<file path="src/vfi_pkg.sv">
// video format indicator: shared constants, codes, register map and field layout
// assumes: raster figures arrive already measured by the timing extraction logic
package vfi_pkg;

  // register indices as printed, byte address is four times the index
  localparam logic [7:0] REG_IDX_STATUS = 8'h04;
  localparam logic [7:0] REG_IDX_CTRL = 8'h20;
  localparam logic [7:0] ADDR_STATUS = {REG_IDX_STATUS[5:0], 2'h0};
  localparam logic [7:0] ADDR_CTRL = {REG_IDX_CTRL[5:0], 2'h0};

  // status word layout
  localparam int STD_MSB = 14;
  localparam int STD_LSB = 10;
  localparam int CHROMA_MSB = 7;
  localparam int CHROMA_LSB = 4;
  localparam int LUMA_MSB = 3;
  localparam int LUMA_LSB = 0;
  localparam int CTRL_UPD_BIT = 0;
  localparam logic CTRL_UPD_RESET = 1'h1;

  // video standard codes
  localparam logic [4:0] STD_CLEARED = 5'h00;
  localparam logic [4:0] STD_720P24 = 5'h08;
  localparam logic [4:0] STD_720P24_EM = 5'h09;
  localparam logic [4:0] STD_1080I60 = 5'h0A;
  localparam logic [4:0] STD_1080P30 = 5'h0B;
  localparam logic [4:0] STD_1080I50 = 5'h0C;
  localparam logic [4:0] STD_1080P25 = 5'h0D;
  localparam logic [4:0] STD_1080P25_EM = 5'h0E;
  localparam logic [4:0] STD_1080SF25_EM = 5'h0F;
  localparam logic [4:0] STD_1080P24 = 5'h10;
  localparam logic [4:0] STD_1080SF24 = 5'h11;
  localparam logic [4:0] STD_1080P24_EM = 5'h12;
  localparam logic [4:0] STD_1080SF24_EM = 5'h13;
  localparam logic [4:0] STD_1080I50_ALT = 5'h14;
  localparam logic [4:0] STD_1035I60 = 5'h15;
  localparam logic [4:0] STD_525_487 = 5'h16;
  localparam logic [4:0] STD_525_507 = 5'h17;
  localparam logic [4:0] STD_625_576 = 5'h18;
  localparam logic [4:0] STD_525_487_GEN = 5'h19;
  localparam logic [4:0] STD_625_GEN = 5'h1A;
  localparam logic [4:0] STD_525_507_GEN = 5'h1B;
  localparam logic [4:0] STD_RSVD_A = 5'h1C;
  localparam logic [4:0] STD_UNKNOWN_HD = 5'h1D;
  localparam logic [4:0] STD_UNKNOWN_SD = 5'h1E;
  localparam logic [4:0] STD_RSVD_B = 5'h1F;

  // raster figures
  localparam logic [12:0] TS_720_24 = 13'h101D;
  localparam logic [12:0] TS_1080_30 = 13'h0898;
  localparam logic [12:0] TS_1080_25 = 13'h0A50;
  localparam logic [12:0] TS_1080_24 = 13'h0ABE;
  localparam logic [12:0] TS_1080_50_ALT = 13'h0948;
  localparam logic [12:0] TS_525 = 13'h06B4;
  localparam logic [12:0] TS_625 = 13'h06C0;
  localparam logic [11:0] AW_1280 = 12'h500;
  localparam logic [11:0] AW_3600 = 12'hE10;
  localparam logic [11:0] AW_1920 = 12'h780;
  localparam logic [11:0] AW_2304 = 12'h900;
  localparam logic [11:0] AW_2400 = 12'h960;
  localparam logic [11:0] AW_1440 = 12'h5A0;
  localparam logic [10:0] AL_1035 = 11'h40B;
  localparam logic [10:0] AL_487 = 11'h1E7;
  localparam logic [10:0] AL_507 = 11'h1FB;

  // data format codes
  localparam logic [3:0] FMT_LAST_VALID = 4'h8;
  localparam logic [3:0] FMT_UNKNOWN = 4'hF;

endpackage : vfi_pkg

</file>
<file path="src/vfi_std_classify.sv">
// video format indicator: raster figures to 5-bit video standard code
// assumes: inputs are steady while the caller samples the result
module vfi_std_classify (
  input wire logic hd_mode,
  input wire logic scan_progressive,
  input wire logic [12:0] total_samples,
  input wire logic [11:0] active_words,
  input wire logic [10:0] active_lines,
  output logic [4:0] std_code
);

  // lookup by total samples first, then active words, lines and scan type
  always_comb begin
    std_code = hd_mode ? vfi_pkg::STD_UNKNOWN_HD : vfi_pkg::STD_UNKNOWN_SD;
    if (hd_mode) begin
      case (total_samples)
        vfi_pkg::TS_720_24: begin
          if (active_words == vfi_pkg::AW_1280) std_code = vfi_pkg::STD_720P24;
          else if (active_words == vfi_pkg::AW_3600) std_code = vfi_pkg::STD_720P24_EM;
        end
        vfi_pkg::TS_1080_30: begin
          if (active_lines == vfi_pkg::AL_1035) std_code = vfi_pkg::STD_1035I60;
          else if (active_words == vfi_pkg::AW_1920) begin
            std_code = scan_progressive ? vfi_pkg::STD_1080P30 : vfi_pkg::STD_1080I60;
          end
        end
        vfi_pkg::TS_1080_25: begin
          if (active_words == vfi_pkg::AW_1920) begin
            std_code = scan_progressive ? vfi_pkg::STD_1080P25 : vfi_pkg::STD_1080I50;
          end else if (active_words == vfi_pkg::AW_2304) begin
            std_code = scan_progressive ? vfi_pkg::STD_1080P25_EM : vfi_pkg::STD_1080SF25_EM;
          end
        end
        vfi_pkg::TS_1080_24: begin
          if (active_words == vfi_pkg::AW_1920) begin
            std_code = scan_progressive ? vfi_pkg::STD_1080P24 : vfi_pkg::STD_1080SF24;
          end else if (active_words == vfi_pkg::AW_2400) begin
            std_code = scan_progressive ? vfi_pkg::STD_1080P24_EM : vfi_pkg::STD_1080SF24_EM;
          end
        end
        vfi_pkg::TS_1080_50_ALT: begin
          if (active_words == vfi_pkg::AW_1920) std_code = vfi_pkg::STD_1080I50_ALT;
        end
        default: ;
      endcase
    end else begin
      case (total_samples)
        vfi_pkg::TS_525: begin
          if (active_lines == vfi_pkg::AL_487) begin
            if (active_words == vfi_pkg::AW_1440) std_code = vfi_pkg::STD_525_487;
            else std_code = vfi_pkg::STD_525_487_GEN;
          end else if (active_lines == vfi_pkg::AL_507) begin
            if (active_words == vfi_pkg::AW_1440) std_code = vfi_pkg::STD_525_507;
            else std_code = vfi_pkg::STD_525_507_GEN;
          end
        end
        vfi_pkg::TS_625: begin
          if (active_words == vfi_pkg::AW_1440) std_code = vfi_pkg::STD_625_576;
          else std_code = vfi_pkg::STD_625_GEN;
        end
        default: ;
      endcase
    end
  end

endmodule : vfi_std_classify

</file>
<file path="src/vfi_top.sv">
// video format indicator: standard and data format codes behind an APB status register
// assumes: raster and format inputs are synchronous to pclk, valids are one-cycle pulses
// assumes: raster figures are steady in the cycle that raster_valid is high
//
// Notes on behaviour
// - 720-line 24 Hz raster of 4125 samples reports 08h, extended form 09h.
// - 1080 raster 2200 samples: interlaced or segmented 0Ah, progressive 0Bh.
// - 1080 raster 2640 samples, 1920 words: interlaced/segmented 0Ch, progressive 0Dh.
// - extended 25 Hz 1080 raster, 2304 words: progressive 0Eh, segmented 0Fh.
// - 24 Hz 1080 rasters of 2750 samples map to 10h through 13h.
// - 2376-sample 1080 interlaced reports 14h; 1035-line 2200-sample raster reports 15h.
// - 525-line rasters give 16h, 17h, or generic forms 19h and 1Bh.
// - 625-line rasters give 18h for 576-line form, 1Ah for generic.
// - unknown HD reports 1Dh, unknown SD 1Eh; 1Ch and 1Fh never appear.
// - in HD operation luma and chroma format fields carry separate codes.
// - in SD or ASI operation only luma carries a code; chroma is all ones.
// - both format fields are all ones after reset, lock loss or data-through.
// - format codes 0h to 8h pass through as the defined data formats.
// - unknown data format is Fh; codes 9h to Eh are never reported.
// - status holds standard in 14-10, chroma in 7-4, luma in 3-0, read-only.
// - standard code clears to zero on reset, lock loss or bypass low.
module vfi_top (
  input wire logic pclk,
  input wire logic presetn,
  input wire logic psel,
  input wire logic penable,
  input wire logic pwrite,
  input wire logic [7:0] paddr,
  input wire logic [31:0] pwdata,
  output logic [31:0] prdata,
  output logic pready,
  output logic pslverr,
  input wire logic locked,
  input wire logic pass_through_select_n,
  input wire logic data_through_en,
  input wire logic definition_rate_indicator,
  input wire logic raster_valid,
  input wire logic scan_progressive,
  input wire logic [12:0] total_samples,
  input wire logic [11:0] active_words,
  input wire logic [10:0] active_lines,
  input wire logic format_valid,
  input wire logic [3:0] luma_format_in,
  input wire logic [3:0] chroma_format_in,
  output logic [4:0] video_standard_code,
  output logic [3:0] luma_format_code,
  output logic [3:0] chroma_format_code
);

  typedef struct packed {
    logic [4:0] std;
    logic [3:0] luma;
    logic [3:0] chroma;
    logic upd_en;
    logic [31:0] rdata;
    logic ready;
    logic slverr;
  } vfi_state_s;

  vfi_state_s st;
  vfi_state_s next_st;
  logic [4:0] class_code;
  logic hd_mode;
  logic [31:0] status_word;
  logic std_clear;
  logic fmt_clear;

  // rate indicator is low for high-definition operation
  assign hd_mode = ~definition_rate_indicator;
  // lock loss clears both; bypass clears only the standard, data-through only formats
  assign std_clear = ~locked | ~pass_through_select_n;
  assign fmt_clear = ~locked | data_through_en;

  vfi_std_classify u_classify (
    .hd_mode(hd_mode),
    .scan_progressive(scan_progressive),
    .total_samples(total_samples),
    .active_words(active_words),
    .active_lines(active_lines),
    .std_code(class_code)
  );

  // reserved format codes are folded onto unknown so they never reach software
  function automatic logic [3:0] vfi_fmt_clean(input logic [3:0] code);
    logic [3:0] res;
    res = (code > vfi_pkg::FMT_LAST_VALID) ? vfi_pkg::FMT_UNKNOWN : code;
    return res;
  endfunction : vfi_fmt_clean

  // status word assembly, unused bits read as zero
  always_comb begin
    status_word = '0;
    status_word[vfi_pkg::STD_MSB:vfi_pkg::STD_LSB] = st.std;
    status_word[vfi_pkg::CHROMA_MSB:vfi_pkg::CHROMA_LSB] = st.chroma;
    status_word[vfi_pkg::LUMA_MSB:vfi_pkg::LUMA_LSB] = st.luma;
  end

  // next state: bus slave, standard code and format codes
  always_comb begin
    next_st = st;
    next_st.ready = 1'h0;
    next_st.slverr = 1'h0;
    // read data is snapshotted in the setup cycle so a read never tears
    if (psel && !penable) begin
      next_st.ready = 1'h1;
      case (paddr)
        vfi_pkg::ADDR_STATUS: next_st.rdata = pwrite ? '0 : status_word;
        vfi_pkg::ADDR_CTRL: begin
          next_st.rdata = '0;
          next_st.rdata[vfi_pkg::CTRL_UPD_BIT] = pwrite ? 1'h0 : st.upd_en;
        end
        default: begin
          next_st.rdata = '0;
          next_st.slverr = 1'h1;
        end
      endcase
    end
    // a write lands at the edge that samples pready; status writes are dropped
    if (psel && penable && st.ready && pwrite && (paddr == vfi_pkg::ADDR_CTRL)) begin
      next_st.upd_en = pwdata[vfi_pkg::CTRL_UPD_BIT];
    end
    // standard code: clear wins over a classification in the same cycle
    if (std_clear) begin
      next_st.std = vfi_pkg::STD_CLEARED;
    end else if (raster_valid && st.upd_en) begin
      next_st.std = class_code;
    end
    // format codes
    if (fmt_clear) begin
      next_st.luma = vfi_pkg::FMT_UNKNOWN;
      next_st.chroma = vfi_pkg::FMT_UNKNOWN;
    end else begin
      if (format_valid && st.upd_en) begin
        next_st.luma = vfi_fmt_clean(luma_format_in);
        next_st.chroma = vfi_fmt_clean(chroma_format_in);
      end
      // sd or asi: a single code, chroma forced regardless of update timing
      if (!hd_mode) next_st.chroma = vfi_pkg::FMT_UNKNOWN;
    end
  end

  // one register bank for all state
  always_ff @(posedge pclk or negedge presetn) begin
    if (!presetn) begin
      st.std <= vfi_pkg::STD_CLEARED;
      st.luma <= vfi_pkg::FMT_UNKNOWN;
      st.chroma <= vfi_pkg::FMT_UNKNOWN;
      st.upd_en <= vfi_pkg::CTRL_UPD_RESET;
      st.rdata <= '0;
      st.ready <= 1'h0;
      st.slverr <= 1'h0;
    end else begin
      st <= next_st;
    end
  end

  // all outputs straight from the state flops
  assign prdata = st.rdata;
  assign pready = st.ready;
  assign pslverr = st.slverr;
  assign video_standard_code = st.std;
  assign luma_format_code = st.luma;
  assign chroma_format_code = st.chroma;
endmodule : vfi_top

</file>
<file path="config.mk">
export PLATFORM = sky130hd
export DESIGN_NAME = vfi_top
export DESIGN_NICKNAME = d
export VERILOG_FILES = /design/src/vfi_pkg.sv /design/src/vfi_std_classify.sv /design/src/vfi_top.sv
export SDC_FILE = /design/constraint.sdc
export NUM_CORES = 1
export LEC_CHECK = 0
export ABC_AREA = 1
export BUFFER_PORTS_ARGS = -buffer_cell sky130_fd_sc_hd__buf_2
export CAP_MARGIN = 10
export CORE_MARGIN = 5
export CORE_UTILIZATION = 46
export CTS_CLUSTER_SIZE = 16
export DETAILED_ROUTE_END_ITERATION = 8
export PLACE_DENSITY = 0.81
export SLEW_MARGIN = 5
export SYNTH_ARGS = -nofsm -noshare
export SYNTH_HDL_FRONTEND = slang
export SYNTH_SLANG_ARGS = --single-unit
</file>
<file path="constraint.sdc">
create_clock -name pclk -period 1.5 [get_ports pclk]
set_input_delay 0.3 -clock pclk [delete_from_list [all_inputs] [get_ports pclk]]
set_output_delay 0.3 -clock pclk [all_outputs]
set_load 0.005 [all_outputs]
</file>
---- Word-level counts from Yosys, hierarchy flattened ----
Cells that the tools add are included.
W data, S select, Z words.
operators by class
  add/subtract/negate cells ............... 0
  $mul .................................... 0
  divide/modulo/power cells ............... 0
  order comparisons ....................... 2
  eq/ne operators ......................... 18
  shift operators ......................... 0
  muxes and demuxes ....................... 35
  bitwise gates (word level) .............. 4
  reduce and logical (&&, ||, !) cells .... 12
operator list
  kind                    number
  $mux W5                 14
  $eq A13 B12 Y1 const B  4
  $eq A12 B11 Y1 const B  3
  $eq A12 B12 Y1 const B  3
  $pmux W15 S2            1
  $eq A13 B11 Y1 const B  2
  $pmux W5 S5             1
  $eq A11 B9 Y1 const B   2
  $mux W4                 5
  $mux W8                 2
  $mux W15                1
  $eq A13 B13 Y1 const B  1
  $eq A11 B11 Y1 const B  1
  $pmux W5 S2             1
  $eq A8 B5 Y1 const B    1
  $eq A8 B8 Y1 const B    1
  $gt A4 B4 Y1 const B    2
  $logic_and A1 B1 Y1     7
  $mux W1                 7
  $mux W2                 3
  $reduce_bool A2 Y1      2
  $reduce_bool A3 Y1      1
  $not A1 Y1              2
  $or A1 B1 Y1            2
  other kinds (2)         2
word-level totals
  register bits after elaboration ......... 31
  latch bits .............................. 0
  RAM bits ................................ 0
  memory bits (read-only) ................. 0
  bits of input ports ..................... 96
  output and inout port bits .............. 47
  word-level logic and storage cells ...... 78
  memories kept ........................... 0

---- Longest topological paths before layout ----
  depth in word-level cells ............... 8
  gate-level depth with buffers ........... 13

---- Cells and area by module ----
From an unflattened synthesis, not the netlist that was laid out.
unflattened totals
  cells, all modules ...................... 429
  area total of the unflattened synthesis .. 2706.3 um2
modules (own cells, without submodules)
  module            instances  cells an instance  area an instance (um2)  sequential area each (um2)
  vfi_top           1          217                1727.9                  737.0
  vfi_std_classify  1          212                978.4                   0.0

---- Worst setup path before layout ----
OpenSTA, ideal clock, no wires.
  kind .................................... input to register
  from .................................... input port total_samples[11]
  to ...................................... register st (netlist bit video_standard_code[0])
  data arrival time ....................... 1181 ps
  setup slack ............................. 197 ps
  stages on the path ...................... 11
  cells stage by stage .................... inv_1 > nor2_4 > nand2_1 > nor2_4 > nand2_1 > nand2_2 > inv_1 > nand2_2 > nand3_1 > o21bai_1 > nand2_1
on the way
  cells in the longest elaborated chain, start to end .. 5
  elaborated cells between the ends (all ways) .. 12
  those cells by class .................... eq/ne (7); mux (5)
RTL lines
  item                                               line                                            RTL
  start: declaration                                 vfi_top.sv:39                                   input wire logic [12:0] total_samples,
  $eq A13 B12 Y1 (tied with other cells)             vfi_std_classify.sv:16                          case (total_samples)
  $pmux W5 S5 / $pmux W5 S2 (equally long branches)  vfi_std_classify.sv:16, vfi_std_classify.sv:47
  $mux W5 *                                          vfi_std_classify.sv:15                          if (hd_mode) begin
  $mux W5 *                                          vfi_top.sv:125                                  end else if (raster_valid && st.upd_en) begin
  $mux W5 *                                          vfi_top.sv:123                                  if (std_clear) begin
  end signal: assignment                             vfi_top.sv:153                                  st <= next_st;
  end: declaration                                   vfi_top.sv:60                                   vfi_state_s st;
Every way passes the cells marked *; elsewhere a longest branch is shown, timed or not. The select of a mux whose other input is x is not followed.
A chain may end at the register's enable or synchronous reset.

---- Worst setup path in the final report ----
  from .................................... register st[34] in the netlist's numbering
  to ...................................... register st (netlist bit chroma_format_code[1])
on the way
  cells in the longest elaborated chain, start to end .. 2
RTL lines
  item                                 line            RTL
  $logic_and A1 B1 Y1                  vfi_top.sv:133  if (format_valid && st.upd_en) begin
  $reduce_bool A3 Y1 (no source line)  -
No other way between the ends.

==> results list <==
* Timing-limited maximum frequency: between 700 and 800 MHz
- RSZ-0062 raised after global routing: false
- In the final design database the tool counted 595 nets.
- The count of final hold-check violations is 0.
- Summing every instance area after synthesis gives 2613 sq um.
- Clock sinks: 29
- Setup clock skew after layout: 0.003519 ns
- Xor/xnor share of the synthesized area: 0%
* Unique masters post-synth: 33
* Top cell type by total area after synthesis: sky130_fd_sc_hd__dfrtp_1
- Data on the critical path is required at its endpoint by 1.68 ns.
- Most frequent CP cell: sky130_fd_sc_hd__nand2_1
* Largest net degree at the start of global routing: 30
- Num rows: 27
- Slew margin rel.: about three fifths
- Aggregate routed wire length: 6.578 mm
- In this run the tool buffered the top-level ports with 92 buffer cells.
- Final setup violation count: 0
- Power spread over the standard cell area amounts to 552.0 nW/um^2.
* Number of antenna violations at the first check in global routing: 0
- TritonCTS built the clock tree.
* Gate count after technology mapping: 412
- The filler cells instantiated in the layout total 564.
- Count of H-tree levels built during CTS: 2
- Ranked by total cell area, the synthesized netlist is headed by sky130_fd_sc_hd__dfrtp_1 (19%), sky130_fd_sc_hd__nand2_1 (14%), sky130_fd_sc_hd__buf_4 (13%), sky130_fd_sc_hd__dfstp_2 (9.1%), sky130_fd_sc_hd__nor2_1 (8.8%).
- The longest clock path from root to sink contains 2 buffers.
- The worst setup path is captured at a register.
- Mean Syn Cell Area: 6.341 sq um
* Adder-cell share of the synthesized area: 0%
* Area taken by multi-input logic gates: 1373 sq um
- The path class of the tightest hold or removal check is input pin to asynchronous set/reset pin.
- The first routing iteration left 107 violations.
- The initial utilization of the core area, before any placement, comes to between 40% and 50%.
- Setup repair bufs after CTS: 0
- Worst skew pair latency: 0.27 ns
- Measured along the x axis, the die boundary spans 85.36 um.
- Relative to the synthesized area, the layout overhead comes to 18.68%.
* Post-CTS resize count: 0
- Routed vias/inst: 4.836
* Root buffer selected by CTS: sky130_fd_sc_hd__clkbuf_8
- Summed over all layers, the global routing overflow is 0.
- Family of cells with the greatest summed delay on the critical path: simple AND/OR/NAND/NOR gates
- Main combinational cell family by area after synthesis: simple AND/OR/NAND/NOR gates
- For this design, the slowest cell found on the critical path is sky130_fd_sc_hd__dfstp_2.
- Summing the areas of all compound-gate instances in the mapped netlist gives 9.722% of the synthesized area.
* CP Max Fanout: 6
- After clock tree synthesis, the clock-pin slew on the worst setup and hold paths is ~0.060 ns.
- Slew at the pin closest to its max-slew limit: 0.5964 ns
- For this design the top-level I/O count stands at 143.
* Cts bufs inserted: 5
- Final estimated routing congestion in global placement: between 0.9 and 1
* Buffers & Inverters on Critical Path: 1
- Depth of the worst register-to-register path: 6
* Count of nets left with antenna violations after detail routing: 0
- Data on the critical path arrives at its endpoint at 1.51 ns.
- Largest stage delay on the critical path: 0.40 ns
- Share of the clock period used by the worst path after layout: 88.63%
- In this run the static leakage power is around 0.0018 uW.
* Hold_buf cts: 0
* Critical path class: register to register
- In this run the standard cell core region covers about 5500 sq um.
* Area share of the largest cell type after synthesis: 19.16%
- Dividing the detail-routed wire length by the instance count gives approximately 12 um.
- Layout cell share with drive strength beyond 1: between 20 and 30%
- Number of max-capacitance violations reported: 0
* Leading cell type in the layout, fill and taps excluded: sky130_fd_sc_hd__nand2_1
- Before antenna repair, the detailed router went through 4 iterations.
* Area fraction in and, or, nand and nor cells after synthesis: 39.66%
- The first global-routing pass estimated 10.71 mm of wire.
- The portion of synthesized area spent on multiplexers is 0.4310%.
* Fin Setup TNS: 0 ns
- Summed over all nets, the half-perimeter wirelength after detailed placement is about 5.7 mm.
- The final route contains 2766 vias.
* All-layer global routing usage: 17.69%
- Total of flip-flops plus latches after synthesis: 29
* Post-route core utilization: around 56%
- Die height: 85.36 um
* Area of all sequential standard cells: ~740 sq um
- STA classifies the critical path startpoint as a register.
- Sequential elements use 28.21% of the synthesized area.
- Post-route DRC: 0
* Crit path depth: 6
- Number of global-route vias before repair: 2532
* Total Die Area: 7286 sq um
- Number of warnings printed during yosys synthesis: 0
- IR analysis of the VDD net gives a maximum drop of 0.3769 mV.
* Worst path cell trace: nand2_1, inv_1, nor2_1, nand2_1, o41ai_1, o21ai_0
- Commonest cells after routing, fill and taps aside: sky130_fd_sc_hd__nand2_1 (94), sky130_fd_sc_hd__buf_2 (92), sky130_fd_sc_hd__nor2_1 (61), sky130_fd_sc_hd__inv_1 (55), sky130_fd_sc_hd__nand3_1 (40)
* Shortest clock period the worst path allows after layout: 1.329 ns
- Antenna diode instance count: 0
- Max Transition Viols Final: 0
* Outcome: finished clean
area by class of cell:
type,count,area share (%)
multi-input cells,294,44.27
repair buffers,111,19.45
well taps,72,2.906
inverters,58,7.022
flip-flops and latches,29,23.77
clock buffers,8,2.583
power breakdown:
| part | leakage (uW) | switching, uW | total (uW) | internal (uW) |
|---|---|---|---|---|
| Clock | 0.0000395 | 253 | 581 | 328 |
| Combinational | 0.00134 | 204 | 333 | 129 |
| Sequential | 0.000372 | 3.90 | 798 | 794 |
worst paths after layout:
path                                        start                endpoint  slack, ns
worst max-delay path                       st[34]   chroma_format_code[1]       0.17
worst min-delay path                      presetn               prdata[1]       0.03
worst max register to register             st[34]   chroma_format_code[1]       0.17
worst min register to register         prdata[10]              prdata[10]       0.50
max in group asynchronous                 presetn  video_standard_code[2]       1.08
min in group pclk               luma_format_in[1]     luma_format_code[1]       0.25
cells by family (layout without fill, tap and decap cells):
kind of cell | Yosys count | count (layout)
multiplexers | 1 | 1
other | 1 | 19
buffers and inverters | 107 | 177
flip-flops | 29 | 29
AND/OR/NAND/NOR | 231 | 231
AO/OA/AOI/OAI | 43 | 43
synthesized netlist by cell type:
| master | count |
|---|---|
| sky130_fd_sc_hd__a21oi_1 | 5 |
| sky130_fd_sc_hd__a22oi_1 | 2 |
| sky130_fd_sc_hd__a31oi_1 | 2 |
| sky130_fd_sc_hd__buf_4 | 45 |
| sky130_fd_sc_hd__clkbuf_1 | 4 |
| sky130_fd_sc_hd__clkinv_1 | 1 |
| sky130_fd_sc_hd__conb_1 | 1 |
| sky130_fd_sc_hd__dfrtp_1 | 20 |
| sky130_fd_sc_hd__dfstp_2 | 9 |
| sky130_fd_sc_hd__inv_1 | 55 |
| sky130_fd_sc_hd__inv_2 | 2 |
| sky130_fd_sc_hd__mux2_2 | 1 |
| sky130_fd_sc_hd__nand2_1 | 94 |
| sky130_fd_sc_hd__nand2_2 | 3 |
| sky130_fd_sc_hd__nand3_1 | 40 |
| sky130_fd_sc_hd__nand3b_1 | 1 |
| sky130_fd_sc_hd__nand4_1 | 7 |
| sky130_fd_sc_hd__nor2_1 | 61 |
| sky130_fd_sc_hd__nor2_2 | 7 |
| sky130_fd_sc_hd__nor2_4 | 2 |
| sky130_fd_sc_hd__nor3_1 | 9 |
| sky130_fd_sc_hd__nor3_2 | 1 |
| sky130_fd_sc_hd__nor3_4 | 1 |
| sky130_fd_sc_hd__nor4_1 | 3 |
| sky130_fd_sc_hd__nor4_4 | 1 |
| sky130_fd_sc_hd__o2111ai_1 | 1 |
| sky130_fd_sc_hd__o211ai_1 | 1 |
| sky130_fd_sc_hd__o21a_1 | 1 |
| sky130_fd_sc_hd__o21ai_0 | 23 |
| sky130_fd_sc_hd__o21bai_1 | 1 |
| sky130_fd_sc_hd__o31ai_1 | 5 |
| sky130_fd_sc_hd__o41ai_1 | 2 |
| sky130_fd_sc_hd__or2_2 | 1 |
metrics by stage:
| stage | total power, uW | cell area, sq um | setup slack (ns) | hold WS, ns | std cells |
|---|---|---|---|---|---|
| 2_1_floorplan | 1001 | 2680 | 0.1975 | 0.004409 | 430 |
| 3_3_place_gp | 1130 | 3020 | -0.06575 | 0.3372 | 564 |
| 3_5_place_dp | 1140 | 3020 | -0.08089 | 0.3411 | 564 |
| 4_1_cts | 1721 | 3100 | 0.1730 | 0.05055 | 572 |
| 5_1_grt | 1790 | 3100 | 0.004007 | 0.09748 | 572 |
| 6_report | 1712 | 3100 | 0.1706 | 0.03025 | 572 |
worst reg2reg max path, cell delays in order (launching register included):
cell	delay (ns)
sky130_fd_sc_hd__dfstp_2	0.40
sky130_fd_sc_hd__nand2_1	0.09
sky130_fd_sc_hd__inv_1	0.07
sky130_fd_sc_hd__nor2_1	0.21
sky130_fd_sc_hd__nand2_1	0.19
sky130_fd_sc_hd__o41ai_1	0.13
sky130_fd_sc_hd__o21ai_0	0.16
flip-flops by register name, indices dropped and copies added, names as in the netlist:
name                 flops
chroma_format_code       4
luma_format_code         4
prdata                  13
pready                   1
pslverr                  1
st                       1
video_standard_code      5
layer usage:
| metal | GRT usage [%] | vias to the layer above | wire length [um] | part of all wire, % |
|---|---|---|---|---|
| li1 | - | 1431 | - | - |
| met1 | 21.37 | 1233 | 2669 | 41 |
| met2 | 31.36 | 91 | 3331 | 51 |
| met3 | 2.621 | 11 | 455 | 6.9 |
| met4 | 6.906 | 0 | 121 | 1.8 |
| met5 | 0 | - | 0 | 0 |
Note: power is estimated with default switching activity, not from simulation.
